**config.mk**
```make
export PLATFORM = sky130hd
export DESIGN_NAME = sal_limiter_top
export DESIGN_NICKNAME = d
export VERILOG_FILES = /design/src/hw/sal_gain_core.v /design/src/hw/sal_limiter_top.v
export VERILOG_INCLUDE_DIRS = /design/src /design/src/hw
export SDC_FILE = /design/constraint.sdc
export NUM_CORES = 2
export LEC_CHECK = 0
export BUFFER_PORTS_ARGS = -buffer_cell sky130_fd_sc_hd__buf_2
export CAP_MARGIN = 30
export CORE_UTILIZATION = 33
export DETAILED_ROUTE_END_ITERATION = 10
export SLEW_MARGIN = 5
export SYNTH_ARGS = -nofsm -noshare
export SYNTH_HDL_FRONTEND = slang
export SYNTH_SLANG_ARGS = --single-unit
```
**constraint.sdc**
```tcl
create_clock -name clock_i -period 16.68 [get_ports clock_i]
set_input_delay 2.502 -clock clock_i [delete_from_list [all_inputs] [get_ports clock_i]]
set_output_delay 2.502 -clock clock_i [all_outputs]
set_load 0.1 [all_outputs]
```
**src/hw/sal_regs.vh**
```
// Register map, field layout, reset values and timing constants of the limiter block
`ifndef SAL_REGS_VH
`define SAL_REGS_VH

`define SAL_ADDR_LEFT_RATES      8'h0e
`define SAL_ADDR_LEFT_THR_SLOPE  8'h0f
`define SAL_ADDR_LEFT_KNEE       8'h10
`define SAL_ADDR_RIGHT_RATES     8'h11
`define SAL_ADDR_RIGHT_THR_SLOPE 8'h12
`define SAL_ADDR_RIGHT_KNEE      8'h13

`define SAL_RST_LEFT_RATES       8'ha0
`define SAL_RST_THR_SLOPE        8'h51
`define SAL_RST_KNEE             8'h22
`define SAL_RST_RIGHT_RATES      8'ha8

`define SAL_MASK_LEFT_RATES      8'hf7
`define SAL_MASK_RIGHT_RATES     8'hff
`define SAL_MASK_THR_SLOPE       8'hfb

`define SAL_RECOVERY_MSB         7
`define SAL_RECOVERY_LSB         6
`define SAL_ATTACK_MSB           5
`define SAL_ATTACK_LSB           4
`define SAL_LINK_BIT             3
`define SAL_TRACK_BIT            2
`define SAL_MODE_MSB             1
`define SAL_MODE_LSB             0
`define SAL_THR_MSB              7
`define SAL_THR_LSB              3
`define SAL_SLOPE_MSB            1
`define SAL_SLOPE_LSB            0

`define SAL_MODE_OFF             2'h0
`define SAL_MODE_ON              2'h1
`define SAL_MODE_MUTE_LOW        2'h2
`define SAL_MODE_ON_LOW          2'h3

`define SAL_CLK_MHZ              250
`define SAL_ATTACK_US_0          120
`define SAL_ATTACK_US_1          60
`define SAL_ATTACK_US_2          30
`define SAL_ATTACK_US_3          20
`define SAL_RELEASE_MS_0         3200
`define SAL_RELEASE_MS_1         1600
`define SAL_RELEASE_MS_2         1200
`define SAL_RELEASE_MS_3         800
`define SAL_ATTACK_CYC(us)       ((us) * `SAL_CLK_MHZ)
`define SAL_RELEASE_CYC(ms)      ((ms) * `SAL_CLK_MHZ * 1000)

`endif

```
**src/hw/sal_gain_core.v**
```verilog
// One limiter gain engine: attenuation in 1 dB steps paced by attack and release timers
`include "sal_regs.vh"

module sal_gain_core #(
  parameter integer DATA_W  = 24,
  parameter integer ATT_MAX = 48,
  parameter [31:0]  ATK0    = `SAL_ATTACK_CYC(`SAL_ATTACK_US_0),
  parameter [31:0]  ATK1    = `SAL_ATTACK_CYC(`SAL_ATTACK_US_1),
  parameter [31:0]  ATK2    = `SAL_ATTACK_CYC(`SAL_ATTACK_US_2),
  parameter [31:0]  ATK3    = `SAL_ATTACK_CYC(`SAL_ATTACK_US_3),
  parameter [31:0]  REL0    = `SAL_RELEASE_CYC(`SAL_RELEASE_MS_0),
  parameter [31:0]  REL1    = `SAL_RELEASE_CYC(`SAL_RELEASE_MS_1),
  parameter [31:0]  REL2    = `SAL_RELEASE_CYC(`SAL_RELEASE_MS_2),
  parameter [31:0]  REL3    = `SAL_RELEASE_CYC(`SAL_RELEASE_MS_3)
) (
  input  wire              clock_i,
  input  wire              reset_n_i,
  input  wire              active_i,
  input  wire [DATA_W-2:0] peak_i,
  input  wire [DATA_W-2:0] threshold_i,
  input  wire [1:0]        attack_code_i,
  input  wire [1:0]        recovery_code_i,
  output reg  [15:0]       gain_o,
  output wire [5:0]        atten_db_o
);
  reg  [5:0]        att_reg;
  reg  [31:0]       timer_reg;
  reg               dir_up_reg;
  reg  [31:0]       atk_period;
  reg  [31:0]       rel_period;
  reg  [15:0]       frac_gain;
  reg  [3:0]        octave;
  reg  [2:0]        rem_db;
  wire [5:0]        oct_full = att_reg / 6'd6;
  wire [5:0]        rem_full = att_reg % 6'd6;
  wire [DATA_W+14:0] scaled_full;
  wire [DATA_W-2:0] scaled_peak;
  wire              over;

  assign atten_db_o = att_reg;

  always @* begin
    case (attack_code_i)
      2'h0:    atk_period = ATK0;
      2'h1:    atk_period = ATK1;
      2'h2:    atk_period = ATK2;
      default: atk_period = ATK3;
    endcase
    case (recovery_code_i)
      2'h0:    rel_period = REL0;
      2'h1:    rel_period = REL1;
      2'h2:    rel_period = REL2;
      default: rel_period = REL3;
    endcase
  end

  // 1 dB steps: six steps are close to one halving
  always @* begin
    octave = oct_full[3:0];
    rem_db = rem_full[2:0];
    case (rem_db)
      3'h0:    frac_gain = 16'h7fff;
      3'h1:    frac_gain = 16'h7215;
      3'h2:    frac_gain = 16'h65ad;
      3'h3:    frac_gain = 16'h5a9e;
      3'h4:    frac_gain = 16'h50c3;
      default: frac_gain = 16'h47fb;
    endcase
    gain_o = frac_gain >> octave;
  end

  assign scaled_full = peak_i * gain_o;
  assign scaled_peak = scaled_full[DATA_W+13:15];
  assign over        = scaled_peak > threshold_i;

  always @(posedge clock_i) begin
    if (!reset_n_i) begin
      att_reg    <= 6'h00;
      timer_reg  <= 32'h0;
      dir_up_reg <= 1'b0;
    end else if (!active_i) begin
      att_reg    <= 6'h00;
      timer_reg  <= 32'h0;
      dir_up_reg <= 1'b0;
    end else if (over != dir_up_reg) begin
      dir_up_reg <= over;
      timer_reg  <= 32'h0;
    end else if (over) begin
      if (timer_reg >= atk_period - 32'h1) begin // [RULE5]
        timer_reg <= 32'h0;
        if ({26'h0, att_reg} < ATT_MAX)
          att_reg <= att_reg + 6'h01;
      end else begin
        timer_reg <= timer_reg + 32'h1;
      end
    end else if (att_reg != 6'h00) begin
      if (timer_reg >= rel_period - 32'h1) begin // [RULE4]
        timer_reg <= 32'h0;
        att_reg   <= att_reg - 6'h01;
      end else begin
        timer_reg <= timer_reg + 32'h1;
      end
    end else begin
      timer_reg <= 32'h0;
    end
  end
endmodule

```
**src/hw/sal_limiter_top.v**
```verilog
// Stereo output limiter: control registers, thresholds, supply tracking, link and modes
//
// Function
// [RULE1] Fixed threshold code selects 16 V peak at 0 down to 2 V at 31.
// [RULE2] Slope field sets threshold to supply drop ratio 1:1 to 4:1, reset 1.
// [RULE3] Eight-bit supply knee per channel, reset 0x22, compared with supply reading.
// [RULE4] Release rate field gives 3200, 1600, 1200, 800 ms per dB, reset 2.
// [RULE5] Attack rate field gives 120, 60, 30, 20 us per dB, reset 2.
// [RULE6] Link bit set: one shared limiter using left settings; resets to one.
// [RULE7] Tracking set lowers threshold by slope while supply is below knee.
// [RULE8] Mode 0 off, mode 1 always limits, mode 3 limits only below knee.
// [RULE9] Mode 2 mutes the channel while supply is below its knee.
// [RULE10] Left rates, tracking and mode come from left first control register.
// [RULE11] Tracked threshold is fixed minus shortfall over ratio, never above fixed.
// [RULE12] Reserved bits read zero and ignore writes.
`include "sal_regs.vh"

module sal_limiter_top #(
  parameter integer DATA_W    = 24,
  parameter integer THR_SHIFT = 17,
  parameter integer ATT_MAX   = 48,
  parameter [31:0]  ATK0      = `SAL_ATTACK_CYC(`SAL_ATTACK_US_0),
  parameter [31:0]  ATK1      = `SAL_ATTACK_CYC(`SAL_ATTACK_US_1),
  parameter [31:0]  ATK2      = `SAL_ATTACK_CYC(`SAL_ATTACK_US_2),
  parameter [31:0]  ATK3      = `SAL_ATTACK_CYC(`SAL_ATTACK_US_3),
  parameter [31:0]  REL0      = `SAL_RELEASE_CYC(`SAL_RELEASE_MS_0),
  parameter [31:0]  REL1      = `SAL_RELEASE_CYC(`SAL_RELEASE_MS_1),
  parameter [31:0]  REL2      = `SAL_RELEASE_CYC(`SAL_RELEASE_MS_2),
  parameter [31:0]  REL3      = `SAL_RELEASE_CYC(`SAL_RELEASE_MS_3)
) (
  input  wire              clock_i,
  input  wire              reset_n_i,
  input  wire              reg_wr_en_i,
  input  wire              reg_rd_en_i,
  input  wire [7:0]        reg_addr_i,
  input  wire [7:0]        reg_wdata_i,
  output reg  [7:0]        reg_rdata_o,
  input  wire [7:0]        supply_level_i,
  input  wire              sample_valid_i,
  input  wire [DATA_W-1:0] left_sample_i,
  input  wire [DATA_W-1:0] right_sample_i,
  output reg               sample_valid_o,
  output reg  [DATA_W-1:0] left_sample_o,
  output reg  [DATA_W-1:0] right_sample_o,
  output wire              left_mute_o,
  output wire              right_mute_o,
  output wire [5:0]        left_atten_db_o,
  output wire [5:0]        right_atten_db_o
);
  reg  [7:0] left_rates_reg;
  reg  [7:0] left_threshold_slope_reg;
  reg  [7:0] left_supply_knee_reg;
  reg  [7:0] right_rates_mode_reg;
  reg  [7:0] right_threshold_slope_reg;
  reg  [7:0] right_supply_knee_reg;

  // Threshold code to peak level in quarter volts
  function [6:0] thr_quarter_volts;
    input [4:0] code;
    begin
      if (code <= 5'd13)
        thr_quarter_volts = 7'd64 - {code, 1'b0}; // [RULE1]
      else if (code <= 5'd19)
        thr_quarter_volts = 7'd51 - {2'b00, code};
      else
        thr_quarter_volts = 7'd70 - {1'b0, code, 1'b0};
    end
  endfunction

  // Shortfall divided by slope ratio
  function [7:0] slope_scale;
    input [7:0] shortfall;
    input [1:0] slope;
    begin
      case (slope) // [RULE2]
        2'h0:    slope_scale = shortfall;
        2'h1:    slope_scale = shortfall >> 1;
        2'h2:    slope_scale = shortfall / 8'd3;
        default: slope_scale = shortfall >> 2;
      endcase
    end
  endfunction

  // Register writes with reserved bits held at zero
  always @(posedge clock_i) begin
    if (!reset_n_i) begin
      left_rates_reg            <= `SAL_RST_LEFT_RATES;
      left_threshold_slope_reg  <= `SAL_RST_THR_SLOPE;
      left_supply_knee_reg      <= `SAL_RST_KNEE; // [RULE3]
      right_rates_mode_reg      <= `SAL_RST_RIGHT_RATES;
      right_threshold_slope_reg <= `SAL_RST_THR_SLOPE;
      right_supply_knee_reg     <= `SAL_RST_KNEE;
    end else if (reg_wr_en_i) begin
      if (reg_addr_i == `SAL_ADDR_LEFT_RATES)
        left_rates_reg <= reg_wdata_i & `SAL_MASK_LEFT_RATES; // [RULE12]
      else if (reg_addr_i == `SAL_ADDR_LEFT_THR_SLOPE)
        left_threshold_slope_reg <= reg_wdata_i & `SAL_MASK_THR_SLOPE; // [RULE12]
      else if (reg_addr_i == `SAL_ADDR_LEFT_KNEE)
        left_supply_knee_reg <= reg_wdata_i;
      else if (reg_addr_i == `SAL_ADDR_RIGHT_RATES)
        right_rates_mode_reg <= reg_wdata_i & `SAL_MASK_RIGHT_RATES;
      else if (reg_addr_i == `SAL_ADDR_RIGHT_THR_SLOPE)
        right_threshold_slope_reg <= reg_wdata_i & `SAL_MASK_THR_SLOPE;
      else if (reg_addr_i == `SAL_ADDR_RIGHT_KNEE)
        right_supply_knee_reg <= reg_wdata_i;
    end
  end

  // Registered read, unmapped reads zero
  always @(posedge clock_i) begin
    if (!reset_n_i) begin
      reg_rdata_o <= 8'h00;
    end else if (reg_rd_en_i) begin
      if (reg_addr_i == `SAL_ADDR_LEFT_RATES)
        reg_rdata_o <= left_rates_reg;
      else if (reg_addr_i == `SAL_ADDR_LEFT_THR_SLOPE)
        reg_rdata_o <= left_threshold_slope_reg;
      else if (reg_addr_i == `SAL_ADDR_LEFT_KNEE)
        reg_rdata_o <= left_supply_knee_reg;
      else if (reg_addr_i == `SAL_ADDR_RIGHT_RATES)
        reg_rdata_o <= right_rates_mode_reg;
      else if (reg_addr_i == `SAL_ADDR_RIGHT_THR_SLOPE)
        reg_rdata_o <= right_threshold_slope_reg;
      else if (reg_addr_i == `SAL_ADDR_RIGHT_KNEE)
        reg_rdata_o <= right_supply_knee_reg;
      else
        reg_rdata_o <= 8'h00;
    end
  end

  wire shared_limiter_select = right_rates_mode_reg[`SAL_LINK_BIT];

  // Settings in force per channel; linked right follows left
  wire [7:0] l_rates = left_rates_reg; // [RULE10]
  wire [7:0] l_thsl  = left_threshold_slope_reg;
  wire [7:0] l_knee  = left_supply_knee_reg;
  wire [7:0] r_rates = shared_limiter_select ? left_rates_reg : right_rates_mode_reg; // [RULE6]
  wire [7:0] r_thsl  = shared_limiter_select ? left_threshold_slope_reg : right_threshold_slope_reg;
  wire [7:0] r_knee  = shared_limiter_select ? left_supply_knee_reg : right_supply_knee_reg;

  wire [4:0] left_peak_threshold_code  = l_thsl[`SAL_THR_MSB:`SAL_THR_LSB];
  wire [4:0] right_peak_threshold_code = r_thsl[`SAL_THR_MSB:`SAL_THR_LSB];
  wire [1:0] left_limiter_mode         = l_rates[`SAL_MODE_MSB:`SAL_MODE_LSB];
  wire [1:0] right_limiter_mode        = r_rates[`SAL_MODE_MSB:`SAL_MODE_LSB];

  // Low supply means strictly below the knee
  wire l_below = supply_level_i < l_knee; // [RULE3]
  wire r_below = supply_level_i < r_knee;

  // Effective threshold in quarter volts, clamped at zero
  wire [6:0] l_fixed = thr_quarter_volts(left_peak_threshold_code);
  wire [6:0] r_fixed = thr_quarter_volts(right_peak_threshold_code);
  wire [7:0] l_drop  = slope_scale(l_knee - supply_level_i, l_thsl[`SAL_SLOPE_MSB:`SAL_SLOPE_LSB]);
  wire [7:0] r_drop  = slope_scale(r_knee - supply_level_i, r_thsl[`SAL_SLOPE_MSB:`SAL_SLOPE_LSB]);
  wire       l_track = l_rates[`SAL_TRACK_BIT] & l_below; // [RULE7]
  wire       r_track = r_rates[`SAL_TRACK_BIT] & r_below;
  // Tracking lowers the fixed threshold
  reg  [6:0] l_eff;
  reg  [6:0] r_eff;
  always @* begin
    l_eff = l_fixed;
    if (l_track && ({1'b0, l_fixed} > l_drop))
      l_eff = l_fixed - l_drop[6:0]; // [RULE11]
    else if (l_track)
      l_eff = 7'h00; // [RULE11]
    r_eff = r_fixed;
    if (r_track && ({1'b0, r_fixed} > r_drop))
      r_eff = r_fixed - r_drop[6:0]; // [RULE11]
    else if (r_track)
      r_eff = 7'h00; // [RULE11]
  end

  // Threshold amplitude; 16 V reaches full scale and saturates
  wire [DATA_W+6:0] l_thr_wide = {{DATA_W{1'b0}}, l_eff} << THR_SHIFT;
  wire [DATA_W+6:0] r_thr_wide = {{DATA_W{1'b0}}, r_eff} << THR_SHIFT;
  wire              l_thr_sat  = |l_thr_wide[DATA_W+6:DATA_W-1];
  wire              r_thr_sat  = |r_thr_wide[DATA_W+6:DATA_W-1];
  wire [DATA_W-2:0] l_thr_amp  = l_thr_sat ? {(DATA_W-1){1'b1}} : l_thr_wide[DATA_W-2:0]; // [RULE1]
  wire [DATA_W-2:0] r_thr_amp  = r_thr_sat ? {(DATA_W-1){1'b1}} : r_thr_wide[DATA_W-2:0];

  // Limiting enable per mode; mode 2 never limits
  reg        l_active;
  reg        r_active;
  always @* begin
    case (left_limiter_mode) // [RULE8]
      `SAL_MODE_ON:     l_active = 1'b1;
      `SAL_MODE_ON_LOW: l_active = l_below;
      default:          l_active = 1'b0;
    endcase
    case (right_limiter_mode) // [RULE8]
      `SAL_MODE_ON:     r_active = 1'b1;
      `SAL_MODE_ON_LOW: r_active = r_below;
      default:          r_active = 1'b0;
    endcase
  end
  assign left_mute_o  = (left_limiter_mode == `SAL_MODE_MUTE_LOW) && l_below; // [RULE9]
  assign right_mute_o = (right_limiter_mode == `SAL_MODE_MUTE_LOW) && r_below; // [RULE9]

  // Peak magnitudes; linked mode watches the larger of both
  wire [DATA_W-1:0] l_abs = left_sample_i[DATA_W-1] ? -left_sample_i : left_sample_i;
  wire [DATA_W-1:0] r_abs = right_sample_i[DATA_W-1] ? -right_sample_i : right_sample_i;
  wire [DATA_W-2:0] l_mag = l_abs[DATA_W-1] ? {(DATA_W-1){1'b1}} : l_abs[DATA_W-2:0];
  wire [DATA_W-2:0] r_mag = r_abs[DATA_W-1] ? {(DATA_W-1){1'b1}} : r_abs[DATA_W-2:0];
  wire [DATA_W-2:0] l_peak = (shared_limiter_select && (r_mag > l_mag)) ? r_mag : l_mag; // [RULE6]

  reg  [DATA_W-2:0] l_peak_reg;
  reg  [DATA_W-2:0] r_peak_reg;
  always @(posedge clock_i) begin
    if (!reset_n_i) begin
      l_peak_reg <= {(DATA_W-1){1'b0}};
      r_peak_reg <= {(DATA_W-1){1'b0}};
    end else if (sample_valid_i) begin
      l_peak_reg <= l_peak;
      r_peak_reg <= r_mag;
    end
  end

  wire [15:0] l_gain;
  wire [15:0] r_gain;
  wire [5:0]  l_att;
  wire [5:0]  r_att;

  sal_gain_core #(
    .DATA_W  (DATA_W),
    .ATT_MAX (ATT_MAX),
    .ATK0    (ATK0),
    .ATK1    (ATK1),
    .ATK2    (ATK2),
    .ATK3    (ATK3),
    .REL0    (REL0),
    .REL1    (REL1),
    .REL2    (REL2),
    .REL3    (REL3)
  ) u_left_core (
    .clock_i         (clock_i),
    .reset_n_i       (reset_n_i),
    .active_i        (l_active),
    .peak_i          (l_peak_reg),
    .threshold_i     (l_thr_amp),
    .attack_code_i   (l_rates[`SAL_ATTACK_MSB:`SAL_ATTACK_LSB]),
    .recovery_code_i (l_rates[`SAL_RECOVERY_MSB:`SAL_RECOVERY_LSB]),
    .gain_o          (l_gain),
    .atten_db_o      (l_att)
  );

  sal_gain_core #(
    .DATA_W  (DATA_W),
    .ATT_MAX (ATT_MAX),
    .ATK0    (ATK0),
    .ATK1    (ATK1),
    .ATK2    (ATK2),
    .ATK3    (ATK3),
    .REL0    (REL0),
    .REL1    (REL1),
    .REL2    (REL2),
    .REL3    (REL3)
  ) u_right_core (
    .clock_i         (clock_i),
    .reset_n_i       (reset_n_i),
    .active_i        (r_active & ~shared_limiter_select),
    .peak_i          (r_peak_reg),
    .threshold_i     (r_thr_amp),
    .attack_code_i   (r_rates[`SAL_ATTACK_MSB:`SAL_ATTACK_LSB]),
    .recovery_code_i (r_rates[`SAL_RECOVERY_MSB:`SAL_RECOVERY_LSB]),
    .gain_o          (r_gain),
    .atten_db_o      (r_att)
  );

  // Linked: right channel uses the shared gain
  // Unity is 0x8000 in Q15
  reg  [15:0] l_use;
  reg  [15:0] r_use;
  always @* begin
    l_use = 16'h8000;
    if (l_active)
      l_use = l_gain;
    r_use = 16'h8000;
    if (shared_limiter_select)
      r_use = l_use; // [RULE6]
    else if (r_active)
      r_use = r_gain;
  end
  assign left_atten_db_o  = l_att;
  assign right_atten_db_o = shared_limiter_select ? l_att : r_att;

  wire signed [DATA_W+16:0] l_prod = $signed(left_sample_i) * $signed({1'b0, l_use});
  wire signed [DATA_W+16:0] r_prod = $signed(right_sample_i) * $signed({1'b0, r_use});

  always @(posedge clock_i) begin
    if (!reset_n_i) begin
      sample_valid_o <= 1'b0;
      left_sample_o  <= {DATA_W{1'b0}};
      right_sample_o <= {DATA_W{1'b0}};
    end else begin
      sample_valid_o <= sample_valid_i;
      if (sample_valid_i) begin
        left_sample_o  <= left_mute_o ? {DATA_W{1'b0}} : l_prod[DATA_W+14:15]; // [RULE9]
        right_sample_o <= right_mute_o ? {DATA_W{1'b0}} : r_prod[DATA_W+14:15];
      end
    end
  end
endmodule

```
==> flow_metrics.py <==
metrics = {
    "status": {
        "status": "finished, final reports clean",
    },
    "cts": {
        "cts-resized-gates": 0,
        "hold_buffers": 0,
        "cts_buffers": 29,
        "post_cts_buffers": 0,
        "clk_pin_slew_ns": 0.06,
        "clock_latency_ns": 0.67,
        "root_buffer": "clkbuf_16",
        "h-tree-depth": 1,
        "cts_buffer_depth": 3,
        "cts_tree": "done",
        "clock-sinks": 226,
    },
    "run": {
        "maxCapViolCount": 0,
    },
    "global_routing": {
        "gr-total-overflow": 0,
        "gr-usage-all-layers_pct": 19.5,
        "antenna_found_initial": 18,
        "first_global_vias": 57200,
        "grt_max_degree": 93,
        "grt_pass1_wl_mm": 320,
    },
    "die": {
        "die_area_sq_um": 206000,
        "die_h_um": 454,
        "die_w_um": 454,
        "rows": 165,
        "io_pins": 148,
        "start_util_pct": 33.3,
        "core_sq_um": 203000,
    },
    "layout": {
        "final_cell_mix": "1503 x inv_1, 1272 x fa_1, 1158 x nand2_1",
        "final_area_sq_um": 72000,
        "fin_cells": 10600,
        "layout-drive-gt1-share_pct": 5.79,
        "area_growth_pct": 6.84,
        "final_common_cell": "inv_1",
        "final_nets": 9841,
    },
    "route": {
        "ant_nets": 0,
        "via_count": 53700,
        "drt_iter0_drc": 3463,
        "totalWireLength_mm": 197,
        "wire_per_inst_um": 18.7,
        "post-route-drc-count": 0,
        "first_pass_iters": 5,
        "vias_per_cell": 5.09,
    },
    "timing": {
        "fin_skew_ns": 0.0396,
        "hold_viol_final": 0,
        "worstMarginPinSlew_ns": 1.04,
        "setup_ws_ns": 3.71,
        "layout_min_cycle_time_ns": 12.97,
        "finalCritPeriodShare_pct": 77.7,
        "relSlewSlack_pct": 30.5,
        "max_freq_ghz": 0.0771,
        "fin_setup_tns_ns": 0,
        "rsz0062_at_grt": "no",
        "setup_violations": 0,
        "drv_slew": 0,
    },
    "worst_setup_path": {
        "cpPeakStageDelay_ns": 0.61,
        "r2r-start": "u_right_core.atten_db_o[2]",
        "cp-start-kind": "input pin",
        "crit_start": "supply_level_i[0]",
        "crit_path_max_fanout": 19,
        "crit_type": "in -> reg",
        "cpMaxStageDelayCell": "a21oi_1",
        "arrival_ns": 13.53,
        "required_ns": 17.24,
        "end_kind": "flip-flop",
    },
    "yosys": {
        "syn-mean-instance-area_sq_um": 8.43,
        "yosysUniqueCellTypes": 97,
        "synth_top_flop_cell": "dfxtp_1",
        "yosysWarnings": 0,
        "ys_ff_latch": 226,
        "synthesis.area_sq_um": 67400,
        "seq_area_frac_synth_pct": 6.71,
        "synthArstFlopShare_pct": 0,
        "synth_edf_count": 0,
        "syn_inst": 7999,
    },
    "place": {
        "dp_slack_ns": 3.19,
        "port_buffers": 147,
        "dpl_cell_area_sq_um": 71000,
        "post-dp-hpwl_mm": 151,
        "gp_congestion": 0.896,
        "dp_cells": 10500,
    },
    "min_path": {
        "hold_class": "reg -> reg",
        "hp-start": "u_right_core.timer_reg[0]",
    },
    "power_and_ir_drop": {
        "irDropWorstVdd_mv": 0.422,
        "powerDensity_nw_per_um2": 170,
        "p_total_w": 0.0123,
        "leakage_nw": 34.5,
    },
}
-- metal layers --
| layer | share of wire [%] | up-vias | track usage, % |
|---|---|---|---|
| met2 | 49 | 1627 | 33.8 |
| met3 | 6.2 | 323 | 2.46 |
| li1 | - | 24500 | - |
| met4 | 4.1 | 6 | 7.45 |
| met5 | 0.021 | - | 0 |
| met1 | 41 | 27200 | 24.7 |
-- worst paths after layout --
check | end | slack, ns | cells past startpoint
hold / removal | u_right_core.timer_reg[0] | 0.46 | 1
hold reg to reg | u_right_core.timer_reg[0] | 0.46 | 1
setup reg to reg | u_right_core.atten_db_o[5] | 3.77 | 51
setup / recovery | u_right_core.atten_db_o[5] | 3.71 | 48
-- Yosys cell counts, drive strengths merged, types with 49 or more instances --
cell,count,area share (%)
inv,1507,8.4
fa,1272,38
nand2,1158,6.4
ha,639,12
nor2,431,2.5
and2,385,3.6
clkbuf,385,2.1
dfxtp,226,6.7
a21oi,218,1.6
o21ai,179,1.3
and3,160,1.5
nor2b,145,1.3
xnor2,139,1.8
xor2,99,1.3
mux2i,92,1.4
a21o,90,1.0
nor3,89,0.68
nand3,76,0.57
buf,53,0.39
o21a,51,0.57
a31oi,49,0.49
-- metrics by stage --
| step | util [%] | hold slack [ns] |
|---|---|---|
| after floorplan | - | 0.426 |
| after global placement | 35.0 | 0.440 |
| after detailed placement | 35.0 | 0.446 |
| after CTS | 35.5 | 0.463 |
| after global routing | 35.6 | 0.476 |
| final | 35.6 | 0.461 |
-- cell families (layout without fill, tap and decap cells) --
family                     after synthesis  after routing  synth area share, %
xor gates and xnor gates               238            238                 3.09
muxes                                  123            123                 2.04
AOI/OAI and AO/OA                      901            901                 8.95
adders and majority gates             1913           1913                 49.7
DFF                                    226            226                 6.71
other                                    2             15               0.0111
buffers and inverters                 1948           1818                 10.9
and+or+nand+nor                       2648           2648                 18.6
-- critical path, delay by kind of cell --
kind / cells / cell delay (ns)
simple gates: 13 / 2.99
fa+ha+maj: 8 / 2.53
compound gates: 18 / 3.65
buf+inv: 4 / 0.45
mux: 4 / 1.25
xor+xnor: 1 / 0.15
-- layout make-up --
cell class	instances	area (sq um)
multi-input cells	5830	55900
fillers	20800	130000
repair buffers	256	1590
diodes	8	20.0
clock inverters	16	235
inverters	1510	5670
clock buffers	36	792
flip-flops and latches	226	4530
well taps	2672	3340
-- where the power goes --
part           internal (W)  switching [W]
Clock              0.000414       0.000288
Combinational       0.00466        0.00628
Sequential         0.000559      0.0000637
No activity file was read; power rests on OpenSTA's default activity.
